$ cat src/rtl/reset_map.vh
`ifndef RESET_MAP_VH
`define RESET_MAP_VH

// ****************************************
// Register map
// ****************************************
`define RCC_ADDR_W 8
`define RCC_OFFSET 8'h00
`define RCC_POR_VALUE 16'h2003
`define RCC_IMPL_MASK 16'hf3ff

// ****************************************
// Field positions
// ****************************************
`define BIT_TRAP 15
`define BIT_ILLEGAL 14
`define BIT_SW_BOR_EN 13
`define BIT_RETENTION 12
`define BIT_CFG_MISMATCH 9
`define BIT_FAST_WAKE_DIS 8
`define BIT_EXT_PIN 7
`define BIT_SW_RESET 6
`define BIT_SW_WDT_EN 5
`define BIT_WDT_TIMEOUT 4
`define BIT_SLEEP 3
`define BIT_IDLE 2
`define BIT_BROWNOUT 1
`define BIT_POWER_ON 0

// ****************************************
// Configuration encodings and responses
// ****************************************
`define BOR_CFG_OFF 2'b00
`define BOR_CFG_SOFTWARE 2'b01
`define WDT_CFG_ALWAYS 2'b11
`define RESP_OKAY 2'b00
`define RESP_SLVERR 2'b10
`define RELEASE_STAGES 2

`endif

$ cat src/rtl/reset_release_sync.v
`timescale 1ns/1ns
`include "reset_map.vh"

module reset_release_sync
(
  // Clock
  input wire aclk,
  // Combined reset request, level
  input wire reset_req,
  // Synchronised master reset, active high
  output wire master_reset_signal
);

  // Shift chain, all ones while held in reset
  reg [`RELEASE_STAGES-1:0] chain_r;

  // ****************************************
  // Async set, release after clean edges
  // ****************************************
  // Set path needs no clock so a dead clock still holds the core
  always @(posedge aclk or posedge reset_req)
  begin
    if (reset_req)
      chain_r <= {`RELEASE_STAGES{1'b1}};
    else
      chain_r <= {chain_r[`RELEASE_STAGES-2:0], 1'b0};
  end

  // Output straight from the last stage
  assign master_reset_signal = chain_r[`RELEASE_STAGES-1];

endmodule

$ cat src/rtl/reset_source_combiner_status.v
// The AXI4-Lite register port and the address map are this design's own decisions.
`timescale 1ns/1ns
`include "reset_map.vh"

module reset_source_combiner_status
(
  // Clock and bus reset (power-on)
  input wire aclk,
  input wire aresetn,
  // AXI4-Lite write address
  input wire [`RCC_ADDR_W-1:0] s_axi_awaddr,
  input wire [2:0] s_axi_awprot,
  input wire s_axi_awvalid,
  output reg s_axi_awready,
  // AXI4-Lite write data
  input wire [31:0] s_axi_wdata,
  input wire [3:0] s_axi_wstrb,
  input wire s_axi_wvalid,
  output reg s_axi_wready,
  // AXI4-Lite write response
  output reg [1:0] s_axi_bresp,
  output reg s_axi_bvalid,
  input wire s_axi_bready,
  // AXI4-Lite read address
  input wire [`RCC_ADDR_W-1:0] s_axi_araddr,
  input wire [2:0] s_axi_arprot,
  input wire s_axi_arvalid,
  output reg s_axi_arready,
  // AXI4-Lite read data
  output reg [31:0] s_axi_rdata,
  output reg [1:0] s_axi_rresp,
  output reg s_axi_rvalid,
  input wire s_axi_rready,
  // Reset sources, active high levels
  input wire external_clear_pin,
  input wire reset_instruction,
  input wire watchdog_timeout,
  input wire brownout_detect,
  input wire config_mismatch,
  input wire trap_conflict,
  input wire illegal_opcode,
  input wire uninit_working_reg_reset,
  // Instruction events, one-cycle pulses
  input wire watchdog_clear_instruction,
  input wire power_save_instruction,
  input wire power_save_arg,
  // Configuration fields
  input wire [1:0] brownout_config_field,
  input wire [1:0] watchdog_config_field,
  input wire low_power_config_bit,
  // Master reset and control outputs
  output wire master_reset_signal,
  output reg brownout_enable,
  output reg sleep_retention_active,
  output reg fast_wake_disable,
  output reg watchdog_enable
);

  // ****************************************
  // Address decode
  // ****************************************
  // Shared by the read and write paths
  function is_reg_addr;
    input [`RCC_ADDR_W-1:0] addr;
    begin
      // Both sides of the compare kept at the address width
      is_reg_addr = ({2'b00, addr[`RCC_ADDR_W-1:2]} == (`RCC_OFFSET >> 2));
    end
  endfunction

  // The status and control register
  reg [15:0] reset_cause_and_control_r;
  reg [15:0] reset_cause_and_control_nxt;

  // Latched write address and data
  reg [`RCC_ADDR_W-1:0] aw_addr_r;
  reg aw_full_r;
  reg [15:0] w_data_r;
  reg [1:0] w_strb_r;
  reg w_full_r;

  // Write committed this cycle
  wire wr_go;
  wire wr_hit;

  // Per-bit hardware set, clear and write enable
  wire [15:0] hw_set;
  wire [15:0] hw_clr;
  wire [15:0] wr_en;

  // Combined reset request
  wire any_source;

  // ****************************************
  // Reset source combiner
  // ****************************************
  // Power-on is modelled by the bus reset being low
  assign any_source = ~aresetn
    | external_clear_pin
    | reset_instruction
    | watchdog_timeout
    | brownout_detect
    | config_mismatch
    | trap_conflict
    | illegal_opcode
    | uninit_working_reg_reset;

  // Release is clean even if sources drop mid-cycle
  reset_release_sync u_release
  (
    .aclk (aclk),
    .reset_req (any_source),
    .master_reset_signal (master_reset_signal)
  );

  // ****************************************
  // Hardware flag events
  // ****************************************
  // Each cause lands on its own bit, except illegal_opcode and uninit_working_reg_reset, which share BIT_ILLEGAL
  assign hw_set[`BIT_TRAP] = trap_conflict;
  assign hw_set[`BIT_ILLEGAL] = illegal_opcode
    | uninit_working_reg_reset;
  assign hw_set[`BIT_SW_BOR_EN] = 1'b0;
  assign hw_set[`BIT_RETENTION] = 1'b0;
  assign hw_set[11:10] = 2'b00;
  assign hw_set[`BIT_CFG_MISMATCH] = config_mismatch;
  assign hw_set[`BIT_FAST_WAKE_DIS] = 1'b0;
  assign hw_set[`BIT_EXT_PIN] = external_clear_pin;
  assign hw_set[`BIT_SW_RESET] = reset_instruction;
  assign hw_set[`BIT_SW_WDT_EN] = 1'b0;
  assign hw_set[`BIT_WDT_TIMEOUT] = watchdog_timeout;
  assign hw_set[`BIT_SLEEP] = power_save_instruction
    & ~power_save_arg;
  assign hw_set[`BIT_IDLE] = power_save_instruction
    & power_save_arg;
  assign hw_set[`BIT_BROWNOUT] = brownout_detect;
  assign hw_set[`BIT_POWER_ON] = 1'b0;

  // Only the watchdog flag has an instruction clear
  assign hw_clr = {11'h000,
    watchdog_clear_instruction | power_save_instruction,
    4'h0};

  // ****************************************
  // Software write enables per byte lane
  // ****************************************
  assign wr_go = aw_full_r & w_full_r & ~s_axi_bvalid;
  assign wr_hit = wr_go & is_reg_addr(aw_addr_r);
  // Unimplemented bits never take a write
  assign wr_en = {{8{wr_hit & w_strb_r[1]}}, {8{wr_hit & w_strb_r[0]}}}
    & `RCC_IMPL_MASK;

  // ****************************************
  // Next value, bit by bit
  // ****************************************
  // Set wins over both a write and a hardware clear
  genvar i;
  generate
    for (i = 0; i < 16; i = i + 1)
    begin : g_bit
      always @*
      begin
        if (hw_set[i])
          reset_cause_and_control_nxt[i] = 1'b1;
        else if (hw_clr[i])
          reset_cause_and_control_nxt[i] = 1'b0;
        else if (wr_en[i])
          // Plain store, no reset side effect
          reset_cause_and_control_nxt[i] = w_data_r[i];
        else
          reset_cause_and_control_nxt[i] = reset_cause_and_control_r[i];
      end
    end
  endgenerate

  // ****************************************
  // Status and control register
  // ****************************************
  // Only power-on loads it; other resets leave it alone
  always @(posedge aclk)
  begin
    if (!aresetn)
      reset_cause_and_control_r <= `RCC_POR_VALUE;
    else
      // Kept across master reset from other sources
      reset_cause_and_control_r <= reset_cause_and_control_nxt;
  end

  // ****************************************
  // Control outputs
  // ****************************************
  // Registered, one cycle after the register changes
  always @(posedge aclk)
  begin
    if (!aresetn)
    begin
      brownout_enable <= 1'b1;
      sleep_retention_active <= 1'b0;
      fast_wake_disable <= 1'b0;
      watchdog_enable <= 1'b0;
    end
    else
    begin
      // Software bit counts only in the software mode
      if (brownout_config_field == `BOR_CFG_SOFTWARE)
        brownout_enable <=
          reset_cause_and_control_r[`BIT_SW_BOR_EN];
      else
        brownout_enable <= (brownout_config_field != `BOR_CFG_OFF);
      // Retention regulator absent when config bit is one
      sleep_retention_active <= ~low_power_config_bit
        & reset_cause_and_control_r[`BIT_RETENTION];
      fast_wake_disable <=
        reset_cause_and_control_r[`BIT_FAST_WAKE_DIS];
      // Hard-enabled watchdog cannot be turned off by software
      watchdog_enable <= (watchdog_config_field == `WDT_CFG_ALWAYS)
        | reset_cause_and_control_r[`BIT_SW_WDT_EN];
    end
  end

  // ****************************************
  // AXI4-Lite write channel
  // ****************************************
  // Address and data latched in either order; one write at a time
  always @(posedge aclk)
  begin
    if (!aresetn)
    begin
      aw_addr_r <= {`RCC_ADDR_W{1'b0}};
      aw_full_r <= 1'b0;
      w_data_r <= 16'h0000;
      w_strb_r <= 2'b00;
      w_full_r <= 1'b0;
      s_axi_awready <= 1'b1;
      s_axi_wready <= 1'b1;
      s_axi_bvalid <= 1'b0;
      s_axi_bresp <= `RESP_OKAY;
    end
    else
    begin
      // Capture address
      if (s_axi_awvalid && s_axi_awready)
      begin
        aw_addr_r <= s_axi_awaddr;
        aw_full_r <= 1'b1;
        s_axi_awready <= 1'b0;
      end
      // Capture data, upper lanes are not wired
      if (s_axi_wvalid && s_axi_wready)
      begin
        w_data_r <= s_axi_wdata[15:0];
        w_strb_r <= s_axi_wstrb[1:0];
        w_full_r <= 1'b1;
        s_axi_wready <= 1'b0;
      end
      // Commit and respond
      if (wr_go)
      begin
        aw_full_r <= 1'b0;
        w_full_r <= 1'b0;
        s_axi_bvalid <= 1'b1;
        if (is_reg_addr(aw_addr_r))
          s_axi_bresp <= `RESP_OKAY;
        else
          s_axi_bresp <= `RESP_SLVERR;
      end
      // Reopen only after the response is taken
      if (s_axi_bvalid && s_axi_bready)
      begin
        s_axi_bvalid <= 1'b0;
        s_axi_awready <= 1'b1;
        s_axi_wready <= 1'b1;
      end
    end
  end

  // ****************************************
  // AXI4-Lite read channel
  // ****************************************
  // Data registered on the same edge that takes the address
  always @(posedge aclk)
  begin
    if (!aresetn)
    begin
      s_axi_arready <= 1'b1;
      s_axi_rvalid <= 1'b0;
      s_axi_rdata <= 32'h00000000;
      s_axi_rresp <= `RESP_OKAY;
    end
    else
    begin
      if (s_axi_arvalid && s_axi_arready)
      begin
        s_axi_arready <= 1'b0;
        s_axi_rvalid <= 1'b1;
        if (is_reg_addr(s_axi_araddr))
        begin
          // Upper half and unimplemented bits read zero
          s_axi_rdata <= {16'h0000,
            reset_cause_and_control_r & `RCC_IMPL_MASK};
          s_axi_rresp <= `RESP_OKAY;
        end
        else
        begin
          s_axi_rdata <= 32'h00000000;
          s_axi_rresp <= `RESP_SLVERR;
        end
      end
      else if (s_axi_rvalid && s_axi_rready)
      begin
        s_axi_rvalid <= 1'b0;
        s_axi_arready <= 1'b1;
      end
    end
  end

endmodule

$ cat config.mk
export PLATFORM = sky130hd
export DESIGN_NAME = reset_source_combiner_status
export DESIGN_NICKNAME = d
export VERILOG_FILES = /design/src/rtl/reset_release_sync.v /design/src/rtl/reset_source_combiner_status.v
export VERILOG_INCLUDE_DIRS = /design/src /design/src/rtl
export SDC_FILE = /design/constraint.sdc
export NUM_CORES = 1
export LEC_CHECK = 0
export ABC_AREA = 1
export ABC_CLOCK_PERIOD_IN_PS = 2300
export BUFFER_PORTS_ARGS = -buffer_cell sky130_fd_sc_hd__buf_2
export CAP_MARGIN = 20
export CORE_ASPECT_RATIO = 0.6
export CORE_MARGIN = 2
export CORE_UTILIZATION = 40
export CTS_CLUSTER_SIZE = 20
export DETAILED_ROUTE_END_ITERATION = 8
export GPL_TIMING_DRIVEN = 0
export PLACE_DENSITY = 0.76
export SYNTH_ARGS = -nofsm -noshare
export SYNTH_HDL_FRONTEND = slang
export SYNTH_SLANG_ARGS = --single-unit
$ cat constraint.sdc
create_clock -name aclk -period 2.3 [get_ports aclk]
set_input_delay 0.345 -clock aclk [delete_from_list [all_inputs] [get_ports aclk]]
set_output_delay 0.345 -clock aclk [all_outputs]
set_load 0.01 [all_outputs]
### Word-level counts from Yosys, hierarchy flattened

Cells that the tools add are included.

* reduce and logical (&&, ||, !) cells: 20
* bitwise operators: 23
* multiplexer cells: 25
* equal/unequal tests: 2

Operators by type and width (count)
* two-way mux 1 bit: 22
* nonzero test 2 bit: 9
* two-way mux 16 bit: 1
* logical NOT 6 bit: 2
* bitwise OR 1 bit: 11
* AND 1 bit: 8
* OR reduction 2 bit: 3
* logical AND 1 bit: 5
* two-way mux 2 bit: 2
* NOT 1 bit: 4
* nonzero test 3 bit: 1
* equality test 2 x 1 -> 1 bit, second input constant: 1
* equality test 2 bit, second input constant: 1

* output and inout bits: 46
* word-level logic and storage cells: 99
* input port bits: 81
* bits in registers: 89

### Logic depth before layout (Yosys ltp)

Gate-level depths: netlist of run 1.

* word-level depth: 9
* gate-level depth with buffers: 9
* gate-level depth less buffers: 8

### Modules after synthesis

Synthesis of run 1 repeated with hierarchy kept, for this count alone.

* cells, all modules: 339
* area total of the unflattened synthesis: 2613.8 um^2

Modules (own cells, without submodules)
* reset_source_combiner_status: cells an instance 335, instances 1, area each 2553.7 um^2, sequential area each 1261.2 um^2
* reset_release_sync: cells an instance 4, instances 1, area each 60.1 um^2, sequential area each 52.6 um^2

### Least setup slack after synthesis of run 1

Ideal clock, no wire load.

* kind: register to register
* start: register aw_addr_r[6]
* end: register reset_cause_and_control_r[4]
* library setup time: 0.110 ns
* setup slack: 1.098 ns
* period minus slack after synthesis: 1.202 ns
* data required time: 2.190 ns
* path buffers: 1
* cell stages (with the launch flop): 9
* arrival time: 1.092 ns
* path through: dfxtp_1 -> or2_1 -> nor2_2 -> buf_6 -> nand3_4 -> nand2_1 -> nand3_1 -> nand2_1 -> inv_1

* longest elaborated chain between the ends: 4

RTL lines
* start, declared: RTL line reset_source_combiner_status.v:76 `` reg [`RCC_ADDR_W-1:0] aw_addr_r; ``
* start signal, assigned: RTL line reset_source_combiner_status.v:229 `` aw_addr_r <= {`RCC_ADDR_W{1'b0}}; ``
* start signal, assigned: RTL line reset_source_combiner_status.v:244 `aw_addr_r <= s_axi_awaddr;`
* logical NOT 6 bit: RTL line reset_source_combiner_status.v:67 `` is_reg_addr = ({2'b00, addr[`RCC_ADDR_W-1:2]} == (`RCC_OFFSET >> 2)); ``
* AND 1 bit: RTL line reset_source_combiner_status.v:148 `assign wr_hit = wr_go & is_reg_addr(aw_addr_r);`
* AND 1 bit: RTL line reset_source_combiner_status.v:150 `assign wr_en = {{8{wr_hit & w_strb_r[1]}}, {8{wr_hit & w_strb_r[0]}}}`
* nonzero test 3 bit (no source line)
* end signal, assigned: RTL line reset_source_combiner_status.v:183 `` reset_cause_and_control_r <= `RCC_POR_VALUE; ``
* end signal, assigned: RTL line reset_source_combiner_status.v:186 `reset_cause_and_control_r <= reset_cause_and_control_nxt;`
* end, declared: RTL line reset_source_combiner_status.v:72 `reg [15:0] reset_cause_and_control_r;`

Every way passes these cells.
A chain may end at the register's enable or synchronous reset.

### Worst setup path in the final report of run 1

* start: register s_axi_arready
* end: register s_axi_rdata[2]

* longest elaborated chain between the ends: 1

RTL lines
* start, declared: RTL line reset_source_combiner_status.v:28 `output reg s_axi_arready,`
* start signal, assigned: RTL line reset_source_combiner_status.v:285 `s_axi_arready <= 1'b1;`
* start signal, assigned: RTL line reset_source_combiner_status.v:294 `s_axi_arready <= 1'b0;`
* start signal, assigned: RTL line reset_source_combiner_status.v:312 `s_axi_arready <= 1'b1;`
* logical AND 1 bit: RTL line reset_source_combiner_status.v:292 `if (s_axi_arvalid && s_axi_arready)`
* end signal, assigned: RTL line reset_source_combiner_status.v:299 `s_axi_rdata <= {16'h0000,`
* end, declared: RTL line reset_source_combiner_status.v:30 `output reg [31:0] s_axi_rdata,`

Every way passes these cells.

==> impl_metrics.toml, run 1 <==
[die]
ios = 127
dieHeight_um = 66.4
die-area_sq_um = 7170
start_util_pct = 41.9
core_area_sq_um = 6190
die_w_um = 108
fp-row-count = 22

[detailed_routing]
antenna_left = 0
wl_per_cell_um = 12.2
wl_um = 6450
dr_total_vias = 2465
drc = 0
drt_iter0_drc = 164
dr.pass1.iters = 4
avgViaCountPerCell = 4.64

[worst_setup_path]
critPathKind = "reg2reg"
cp_data_required_time_ps = 2580
r2r-start = "s_axi_arready$_SDFFE_PN1P_"
worstReg2RegEnd = "s_axi_rdata[2]$_SDFFE_PN0P_"
rr_worst_depth = 5
startpoint_type = "register"
critical_path.startpoint = "s_axi_arready$_SDFFE_PN1P_"
worstPathMaxFanout = 10
cp-end-kind = "register"
crit_arrival_ps = 1710
rrSetupSlack_ps = 870
crit_end = "s_axi_rdata[2]$_SDFFE_PN0P_"

[clocking]
cts_resized = 0
cts_setup_buffers = 0
cts_buffer_depth = 2
clkTransAtPathRegs_ps = 70
cts_tree = "yes"
cts_root_buffer = "clkbuf_8"
cts_buffers = 9
clock-sinks = 65
h-tree-depth = 3
hold_buffers = 0
clk_latency_ps = 350

[sta]
period_needed_ps = 1430
setup_viol = 0
relSlewSlack_pct = 61.6
hold_violations = 0
finClkSkew_ps = 10.2
rsz0062_at_grt = "no"
drv_slew = 0
fin_crit_sh_pct = 62.2
worst_slack_ps = 868
max_clock_freq_mhz = 698
max_slew.worst_pin.slew_ps = 571
tns_ps = 0

[pwr]
netSwitchingFraction_pct = 24.5
p_leak_nw = 1.69
p_sw_mw = 0.643
ir_drop_mv = 0.407
p_per_area_nw_per_um2 = 774
total_power_mw = 2.62
pwr-share-clk_pct = 41.9
p_int_mw = 1.98
comb_power_share_pct = 11.5
seq_power_share_pct = 46.6

[placed_design]
gp_congestion = 0.868
io_buffers = 76
hpwl_um = 4860
place_inst = 515
dpl_cell_area_sq_um = 3160
preCtsSetupSlack_ps = 855

[cells_and_area]
fillers = 606
mostFrequentLayoutCells = "buf_2, dfxtp_1, nor2_1, nand2_1, nand3_1"
nNetsFinal = 523
area_growth_pct = 30.4
multiInputGateArea_sq_um = 1040
drive_gt1_share_pct = 29.3
seqCellArea_sq_um = 1310
fin_area_sq_um = 3380
antenna_cells = 0
final_common_cell = "buf_2"
stdcell_count = 531

[global_routing]
grt_max_degree = 12
grt_util_met2_pct = 29.4
grt_pass1_vias = 2214
gr-usage-met3_pct = 7.59
antenna_found_initial = 0
grt_most_used_layer = "met2"
grt_overflow = 0
use_met1_pct = 24.2
grt_pass1_wl_um = 10200
track_usage_pct = 19.0

[hold_path]
hold_class = "in2reg"

[yosys]
syn_avg_cell_area_sq_um = 7.75
yosys.area.top_type_share_pct = 48.6
ys_types = 27
synth_top_area_cell = "dfxtp_1"
synth-seq-cells = 65
syn_area_sq_um = 2590
seq_area_frac_synth_pct = 50.6
syn_inst = 335
synth_area_leaders = "dfxtp_1, nor2_1, nand2_1"
ys_warn_count = 0

[job]
maxCapViolCount = 0

[run_status]
status = "finished clean"
==> flip-flops by register name, indices dropped and copies added, names as in the netlist <==
| register | cells |
|---|---|
| reset_cause_and_control_r | 14 |
| s_axi_rdata | 14 |
| w_data_r | 14 |
| aw_addr_r | 6 |
| u_release.chain_r | 2 |
| w_strb_r | 2 |
| aw_full_r | 1 |
| brownout_enable | 1 |
| fast_wake_disable | 1 |
| s_axi_arready | 1 |
| s_axi_awready | 1 |
| s_axi_bresp | 1 |
| s_axi_bvalid | 1 |
| s_axi_rresp | 1 |
| s_axi_rvalid | 1 |
| s_axi_wready | 1 |
| sleep_retention_active | 1 |
| w_full_r | 1 |
| watchdog_enable | 1 |
==> area by class of cell <==
type	count	share of cell area, %
Sequential cell	65	38.8
Multi-Input combinational cell	231	30.7
Timing Repair Buffer	76	11.2
Buffer	35	6.69
Clock buffer	11	4.47
Tap cell	84	3.11
Inverter	24	2.70
Clock inverter	5	2.29
==> power groups by stage <==
| stage | sequential (mW) | clock (mW) | combinational, mW |
|---|---|---|---|
| after floorplan | 1.24 | 0 | 0.190 |
| after global placement | 1.24 | 0 | 0.289 |
| after detailed placement | 1.24 | 0 | 0.296 |
| after CTS | 1.22 | 1.12 | 0.298 |
| after global routing | 1.23 | 1.17 | 0.336 |
| final | 1.22 | 1.10 | 0.302 |
==> worst min-delay path by stage <==
stage | from | to | slack [ps] | cells past startpoint
floorplan | u_release.chain_r[0]$_DFF_PP1_ | u_release.chain_r[1]$_DFF_PP1_ | 350 | 0
global placement | u_release.chain_r[0]$_DFF_PP1_ | u_release.chain_r[1]$_DFF_PP1_ | 350 | 0
detailed placement | u_release.chain_r[0]$_DFF_PP1_ | u_release.chain_r[1]$_DFF_PP1_ | 350 | 0
CTS | low_power_config_bit | sleep_retention_active$_SDFF_PN0_ | 130 | 2
global route | low_power_config_bit | sleep_retention_active$_SDFF_PN0_ | 130 | 2
finish | low_power_config_bit | sleep_retention_active$_SDFF_PN0_ | 140 | 2
==> synth_stat cells <==
| master | instances |
|---|---|
| o21a_1 | 1 |
| a21oi_2 | 1 |
| inv_2 | 1 |
| dfstp_2 | 2 |
| clkbuf_1 | 8 |
| dfxtp_1 | 63 |
| nor3_1 | 2 |
| and3_1 | 1 |
| conb_1 | 1 |
| buf_2 | 4 |
| nor2_1 | 56 |
| nor2_2 | 2 |
| nand2_1 | 54 |
| or2_1 | 1 |
| clkinv_2 | 1 |
| nor4_1 | 1 |
| nand4_1 | 8 |
| o21ai_0 | 27 |
| a21oi_1 | 20 |
| nand3_4 | 1 |
| nand2_2 | 3 |
| nor3b_1 | 1 |
| buf_4 | 22 |
| nand3_1 | 30 |
| buf_6 | 1 |
| nor3_2 | 1 |
| inv_1 | 22 |
==> cell families (layout without fill, tap and decap cells) <==
kind of cell           count (synthesis)  after routing  synth area share (%)
buffers and inverters                 59            151                  12.2
DFF                                   65             65                  50.6
AOI/OAI and AO/OA                     49             49                  9.69
other                                  1             21                 0.145
and+or+nand+nor                      161            161                  27.3
==> layer usage <==
metal	up-vias	part of all wire, %
li1	1254	-
met1	1110	47
met2	88	42
met3	13	9.0
met4	0	1.8
met5	-	0
==> critical path, stage by stage, from the launching register on <==
cell	delay, ps
dfxtp_1	380
nand2_2	160
nor3_2	280
buf_2	280
nand3_1	110
a21oi_1	140
==> through the flow <==
step	hold WS (ps)	util, %
global route	135	54.6
detailed placement	350	50.9
CTS	129	54.6
global placement	349	50.9
floorplan	345	-
finish	139	54.6
(Power assumes the default switching activity.)
==> run 2: changes to the inputs <==
Settings changed: ABC_AREA 1 to 0, ABC_CLOCK_PERIOD_IN_PS 2300 to 1500.
Clock period 2.3 ns to 1.5 ns, I/O delays scaled along.
==> impl_metrics.toml, run 2 <==
[run_status]
status = "finished clean"

[worst_setup_path]
startpoint_type = "register"
crit_arrival_ps = 1670
cp-end-kind = "register"
cp_data_required_time_ps = 1710
critPathKind = "reg2reg"
worstPathMaxFanout = 9

[global_routing]
track_usage_pct = 19.6
grt_pass1_wl_um = 10400
antenna_found_initial = 0
grt_overflow = 0
grt_max_degree = 12
grt_pass1_vias = 2264

[clocking]
cts_root_buffer = "clkbuf_8"
clkTransAtPathRegs_ps = 70
h-tree-depth = 3
cts_buffer_depth = 2
clk_latency_ps = 350
clock-sinks = 65
cts_tree = "yes"
cts_buffers = 9

[sta]
drv_slew = 0
fin_crit_sh_pct = 97.2
rsz0062_at_grt = "yes"
max_clock_freq_mhz = 686
relSlewSlack_pct = 64.5
period_needed_ps = 1460
max_slew.worst_pin.slew_ps = 533
hold_violations = 0
timing.hold.ws_ps = 28.0
finClkSkew_ps = 6.64
setup_viol = 0

[yosys]
synth_area_leaders = "dfxtp_1, nand2_1, a21oi_1"
synth_ff_type = "dfxtp_1"
syn_avg_cell_area_sq_um = 8.69
ys_types = 32
synth_top_area_cell = "dfxtp_1"
ys_warn_count = 0
synth_edf_count = 0
syn_area_sq_um = 2560
syn_inst = 295
synth-async-reset-ratio_pct = 3.08
yosysMostFrequentCell = "dfxtp_1"
synthTopCellsByCount = "dfxtp_1, nand2_1, a21oi_1"
yosys.area.top_type_share_pct = 49.2
synth-seq-cells = 65
seq_area_frac_synth_pct = 51.2

[detailed_routing]
dr.pass1.iters = 4
drc = 0
drt_iter0_drc = 102
antenna_left = 0
wl_per_cell_um = 13.1
dr_total_vias = 2294
avgViaCountPerCell = 4.65
wl_um = 6450

[cells_and_area]
drive_gt1_share_pct = 32.5
nNetsFinal = 485
area_growth_pct = 32.5
mostFrequentLayoutCells = "buf_2, dfxtp_1, nand2_1, a21oi_1, buf_4"
antenna_cells = 0
fillers = 591
final_common_cell = "buf_2"
reg_top3 = "reset_cause_and_control_r (14), s_axi_rdata (14), w_data_r (14)"
stdcell_count = 493

[die]
dieHeight_um = 66.0
fp-row-count = 22
die-area_sq_um = 7090
die_w_um = 107
core_area_sq_um = 6170
start_util_pct = 41.6
ios = 127

[placed_design]
place_inst = 473
hpwl_um = 4860
gp_congestion = 0.809
io_buffers = 74

[job]
maxCapViolCount = 0

[hold_path]
hold_class = "in2reg"

[pwr]
ir_drop_mv = 0.535
p_per_area_nw_per_um2 = 1140
p_leak_nw = 1.55
[run 2: final timing paths]
kind | to | cells past startpoint | slack [ps] | from
hold reg to reg | u_release.chain_r[1]$_DFF_PP1_ | 0 | 360 | u_release.chain_r[0]$_DFF_PP1_
setup reg to reg | reset_cause_and_control_r[14]$_SDFFE_PN0P_ | 5 | 40 | aw_addr_r[6]$_SDFFE_PN0P_
setup / recovery | reset_cause_and_control_r[14]$_SDFFE_PN0P_ | 5 | 40 | aw_addr_r[6]$_SDFFE_PN0P_
hold / removal | sleep_retention_active$_SDFF_PN0_ | 2 | 30 | low_power_config_bit
min in group asynchronous | u_release.chain_r[0]$_DFF_PP1_ | 2 | 260 | trap_conflict
max in group asynchronous | u_release.chain_r[1]$_DFF_PP1_ | 6 | 460 | aresetn
[run 2: per-layer routing]
layer  up-vias  part of all wire [%]  global-route usage [%]
li1       1171                     -                       -
met1      1047                    46                    23.6
met2        67                    46                    32.2
met3         9                   6.7                    8.87
met4         0                   1.2                    4.81
met5         -                     0                       0
[run 2: timing repair]
action                     4_1_cts  5_1_grt
setup endpoints to repair       24       20
hold buffers                     0        0
resized for setup                4        5
buffers inserted                 3        3
pin swaps                        3        2
[run 2: kinds of logic after synthesis]
logic type      share of synthesized area (%)
compound gates                           13.2
buf+inv                                  11.5
flops                                    51.2
mux                                      2.34
other cells                             0.146
simple gates                             21.6
[run 2: area by class of cell]
type / instances / area (sq um) / share of cell area, %
Sequential cell: 65 / 1320 / 38.7
Clock buffer: 10 / 128 / 3.76
Multi-Input combinational cell: 207 / 1060 / 31.3
Timing Repair Buffer: 80 / 415 / 12.2
Inverter: 5 / 18.8 / 0.552
Buffer: 36 / 272 / 7.99
Clock inverter: 6 / 82.6 / 2.43
Tap cell: 84 / 105 / 3.09
[run 2: report_power, final]
group | internal (mW) | switching [mW]
clock network | 0.927 | 0.676
registers | 1.80 | 0.0460
logic | 0.191 | 0.226
total | 2.92 | 0.947
[run 2: through the flow]
stage / setup TNS, ps / utilization (%) / total power, mW / instance area (sq um) / worst slack (ps)
3_5_place_dp: -3140 / 50.5 / 2.27 / 3120 / -232
4_1_cts: 0 / 54.6 / 3.88 / 3360 / 26.6
3_3_place_gp: -1870 / 50.5 / 2.25 / 3120 / -160
2_1_floorplan: 0 / - / 2.12 / 2640 / 40.9
6_report: 0 / 55.1 / 3.87 / 3400 / 42.7
5_1_grt: -64.6 / 55.1 / 4.04 / 3400 / -20.2
[run 2: worst max-delay path, cell delays in order (launching register included)]
cell and delay, ps:
dfxtp_2 340, nor4_4 340, buf_4 180, nand4_4 170
nor4_2 210, a211oi_1 80
==> run 3: changes to the inputs <==
Settings changed: SYNTH_HIERARCHICAL set to 1.
==> impl_metrics.toml, run 3 <==
[global_routing]
grt_pass1_wl_um = 10100
grt_pass1_vias = 2038
antenna_found_initial = 0
grt_overflow = 0
grt_max_degree = 12
track_usage_pct = 18.8

[yosys]
syn_area_sq_um = 2670
ys_types = 37
yosys.area.top_type_share_pct = 47.2
synth_edf_count = 0
synth_compound_area_share_pct = 16.0
synth_area_leaders = "dfxtp_1, a21boi_0, nand2_1"
ys_warn_count = 6
syn_inst = 299
synth_top_family_by_area = "simple AND/OR/NAND/NOR gates"
syn_avg_cell_area_sq_um = 8.93
synth_top_area_cell = "dfxtp_1"
synth-seq-cells = 65
synthXorXnorAreaFrac_pct = 0
synthAdderAreaFrac_pct = 0
yosysMostFrequentCell = "nand2_1"
synth_ff_type = "dfxtp_1"
synthTopCellsByCount = "nand2_1, dfxtp_1, a21boi_0"
synth-async-reset-ratio_pct = 3.08
synth-simple-area-share_pct = 23.2
seq_area_frac_synth_pct = 49.2
synthMuxAreaShare_pct = 2.25

[detailed_routing]
drc = 0
wl_um = 6580
wl_per_cell_um = 13.2
avgViaCountPerCell = 4.65
dr_total_vias = 2319
drt_iter0_drc = 65
antenna_left = 0
dr.pass1.iters = 5

[pwr]
ir_drop_mv = 0.490
p_per_area_nw_per_um2 = 1070
p_leak_nw = 1.61

[sta]
hold_violations = 0
period_needed_ps = 1590
finClkSkew_ps = 4.92
drv_slew = 0
setup_viol = 3
rsz0062_at_grt = "yes"
relSlewSlack_pct = 64.0
fin_crit_sh_pct = 106
worst_slack_ps = -87.1
max_slew.worst_pin.slew_ps = 540
max_clock_freq_mhz = 630

[clocking]
h-tree-depth = 3
cts_root_buffer = "clkbuf_8"
clk_latency_ps = 340
cts_buffers = 9
clkTransAtPathRegs_ps = 70
cts_tree = "yes"
cts_buffer_depth = 2
clock-sinks = 65

[job]
maxCapViolCount = 0

[worst_setup_path]
critPathKind = "reg2reg"
cp_top_family = "simple AND/OR/NAND/NOR gates"
timing.critical_path.buf_inv = 1
crit_chain = "nor4_4 -> buf_4 -> nand4_4 -> or4_1 -> and3_1"
crit_arrival_ps = 1820
max_stage_delay_ps = 400
cpMaxStageDelayCell = "or4_1"
startpoint_type = "register"
worstPathMaxFanout = 2
cp_data_required_time_ps = 1730
cp-end-kind = "register"

[run_status]
status = "complete, but fails checks"
violations = "negative setup slack"

[die]
die_w_um = 110
ios = 127
dieHeight_um = 67.3
fp-row-count = 23
core_area_sq_um = 6560
die-area_sq_um = 7370
start_util_pct = 40.7

[placed_design]
io_buffers = 74
preCtsSetupSlack_ps = -204
gp_congestion = 0.795
hpwl_um = 5030

[cells_and_area]
final_common_cell = "buf_2"
seqCellArea_sq_um = 1320
fillers = 642
area_growth_pct = 30.0
fin_util_pct = 52.9
reg_top3 = "reset_cause_and_control_r (14), s_axi_rdata (14), w_data_r (14)"
multiInputGateArea_sq_um = 1190
drive_gt1_share_pct = 32.5
antenna_cells = 0
mostFrequentLayoutCells = "buf_2, nand2_1, dfxtp_1, a21boi_0, buf_4"
nNetsFinal = 488

[hold_path]
hold_class = "in2reg"
## run 3: cell families after synthesis
group                  after synthesis
muxes                                6
DFF                                 65
AOI/OAI and AO/OA                   57
and+or+nand+nor                    127
buffers and inverters               42
other                                2
## run 3: final cells by class
type | instances | area share (%)
clock buffer | 11 | 4.07
sequential | 65 | 37.9
inverter | 4 | 0.432
timing repair buffer | 81 | 12.2
multi-input combinational | 211 | 34.2
clock inverter | 5 | 1.59
buffer | 35 | 6.45
tap | 87 | 3.13
## run 3: per-layer routing
layer | GRT usage, % | vias up | wire length [um]
met5 | 0 | - | 0
met4 | 6.01 | 0 | 101
met3 | 6.56 | 14 | 520
met2 | 28.2 | 86 | 2840
met1 | 25.5 | 1035 | 3120
li1 | - | 1184 | -
## run 3: path summary, 6_finish.rpt
check                      slack (ps)  depth (start not counted)                            from                                          to
min reg2reg                       370                          0  u_release/chain_r[0]$_DFF_PP1_              u_release/chain_r[1]$_DFF_PP1_
max in group asynchronous         940                          4                         aresetn              u_release/chain_r[0]$_DFF_PP1_
min                                30                          2            low_power_config_bit           sleep_retention_active$_SDFF_PN0_
max reg2reg                       -90                          5       aw_addr_r[6]$_SDFFE_PN0P_  reset_cause_and_control_r[14]$_SDFFE_PN0P_
min in group asynchronous         220                          4                   trap_conflict              u_release/chain_r[1]$_DFF_PP1_
max                               -90                          5       aw_addr_r[6]$_SDFFE_PN0P_  reset_cause_and_control_r[14]$_SDFFE_PN0P_
## run 3: where the power goes
group / switching [mW] / total [mW] / internal [mW] / leakage (nW)
Sequential: 0.0450 / 1.85 / 1.80 / 0.538
Combinational: 0.219 / 0.413 / 0.195 / 0.973
Clock: 0.658 / 1.46 / 0.807 / 0.0953
Total: 0.922 / 3.72 / 2.80 / 1.61
## run 3: worst register-to-register path: stages (launching register included)
cell	delay, ps
dfxtp_2	340
nor4_4	300
buf_4	180
nand4_4	80
or4_1	400
and3_1	190
## run 3: timing repair
item,in CTS,in global routing
hold buffers,0,0
gates cloned,0,0
setup endpoints to repair,18,23
buffers inserted,6,1
resized for setup,5,3
pin swaps,3,4
## run 3: through the flow
stage / total power [mW] / TNS, ps / hold slack, ps / area, sq um / std cells
finish: 3.72 / -138 / 30.1 / 3470 / 499
CTS: 3.75 / -68.2 / 18.1 / 3470 / 500
global placement: 2.26 / -1910 / 349 / 3220 / 479
detailed placement: 2.27 / -2650 / 352 / 3220 / 479
floorplan: 2.12 / -59.1 / 297 / 2750 / 318
global route: 3.90 / -304 / 15.2 / 3470 / 499
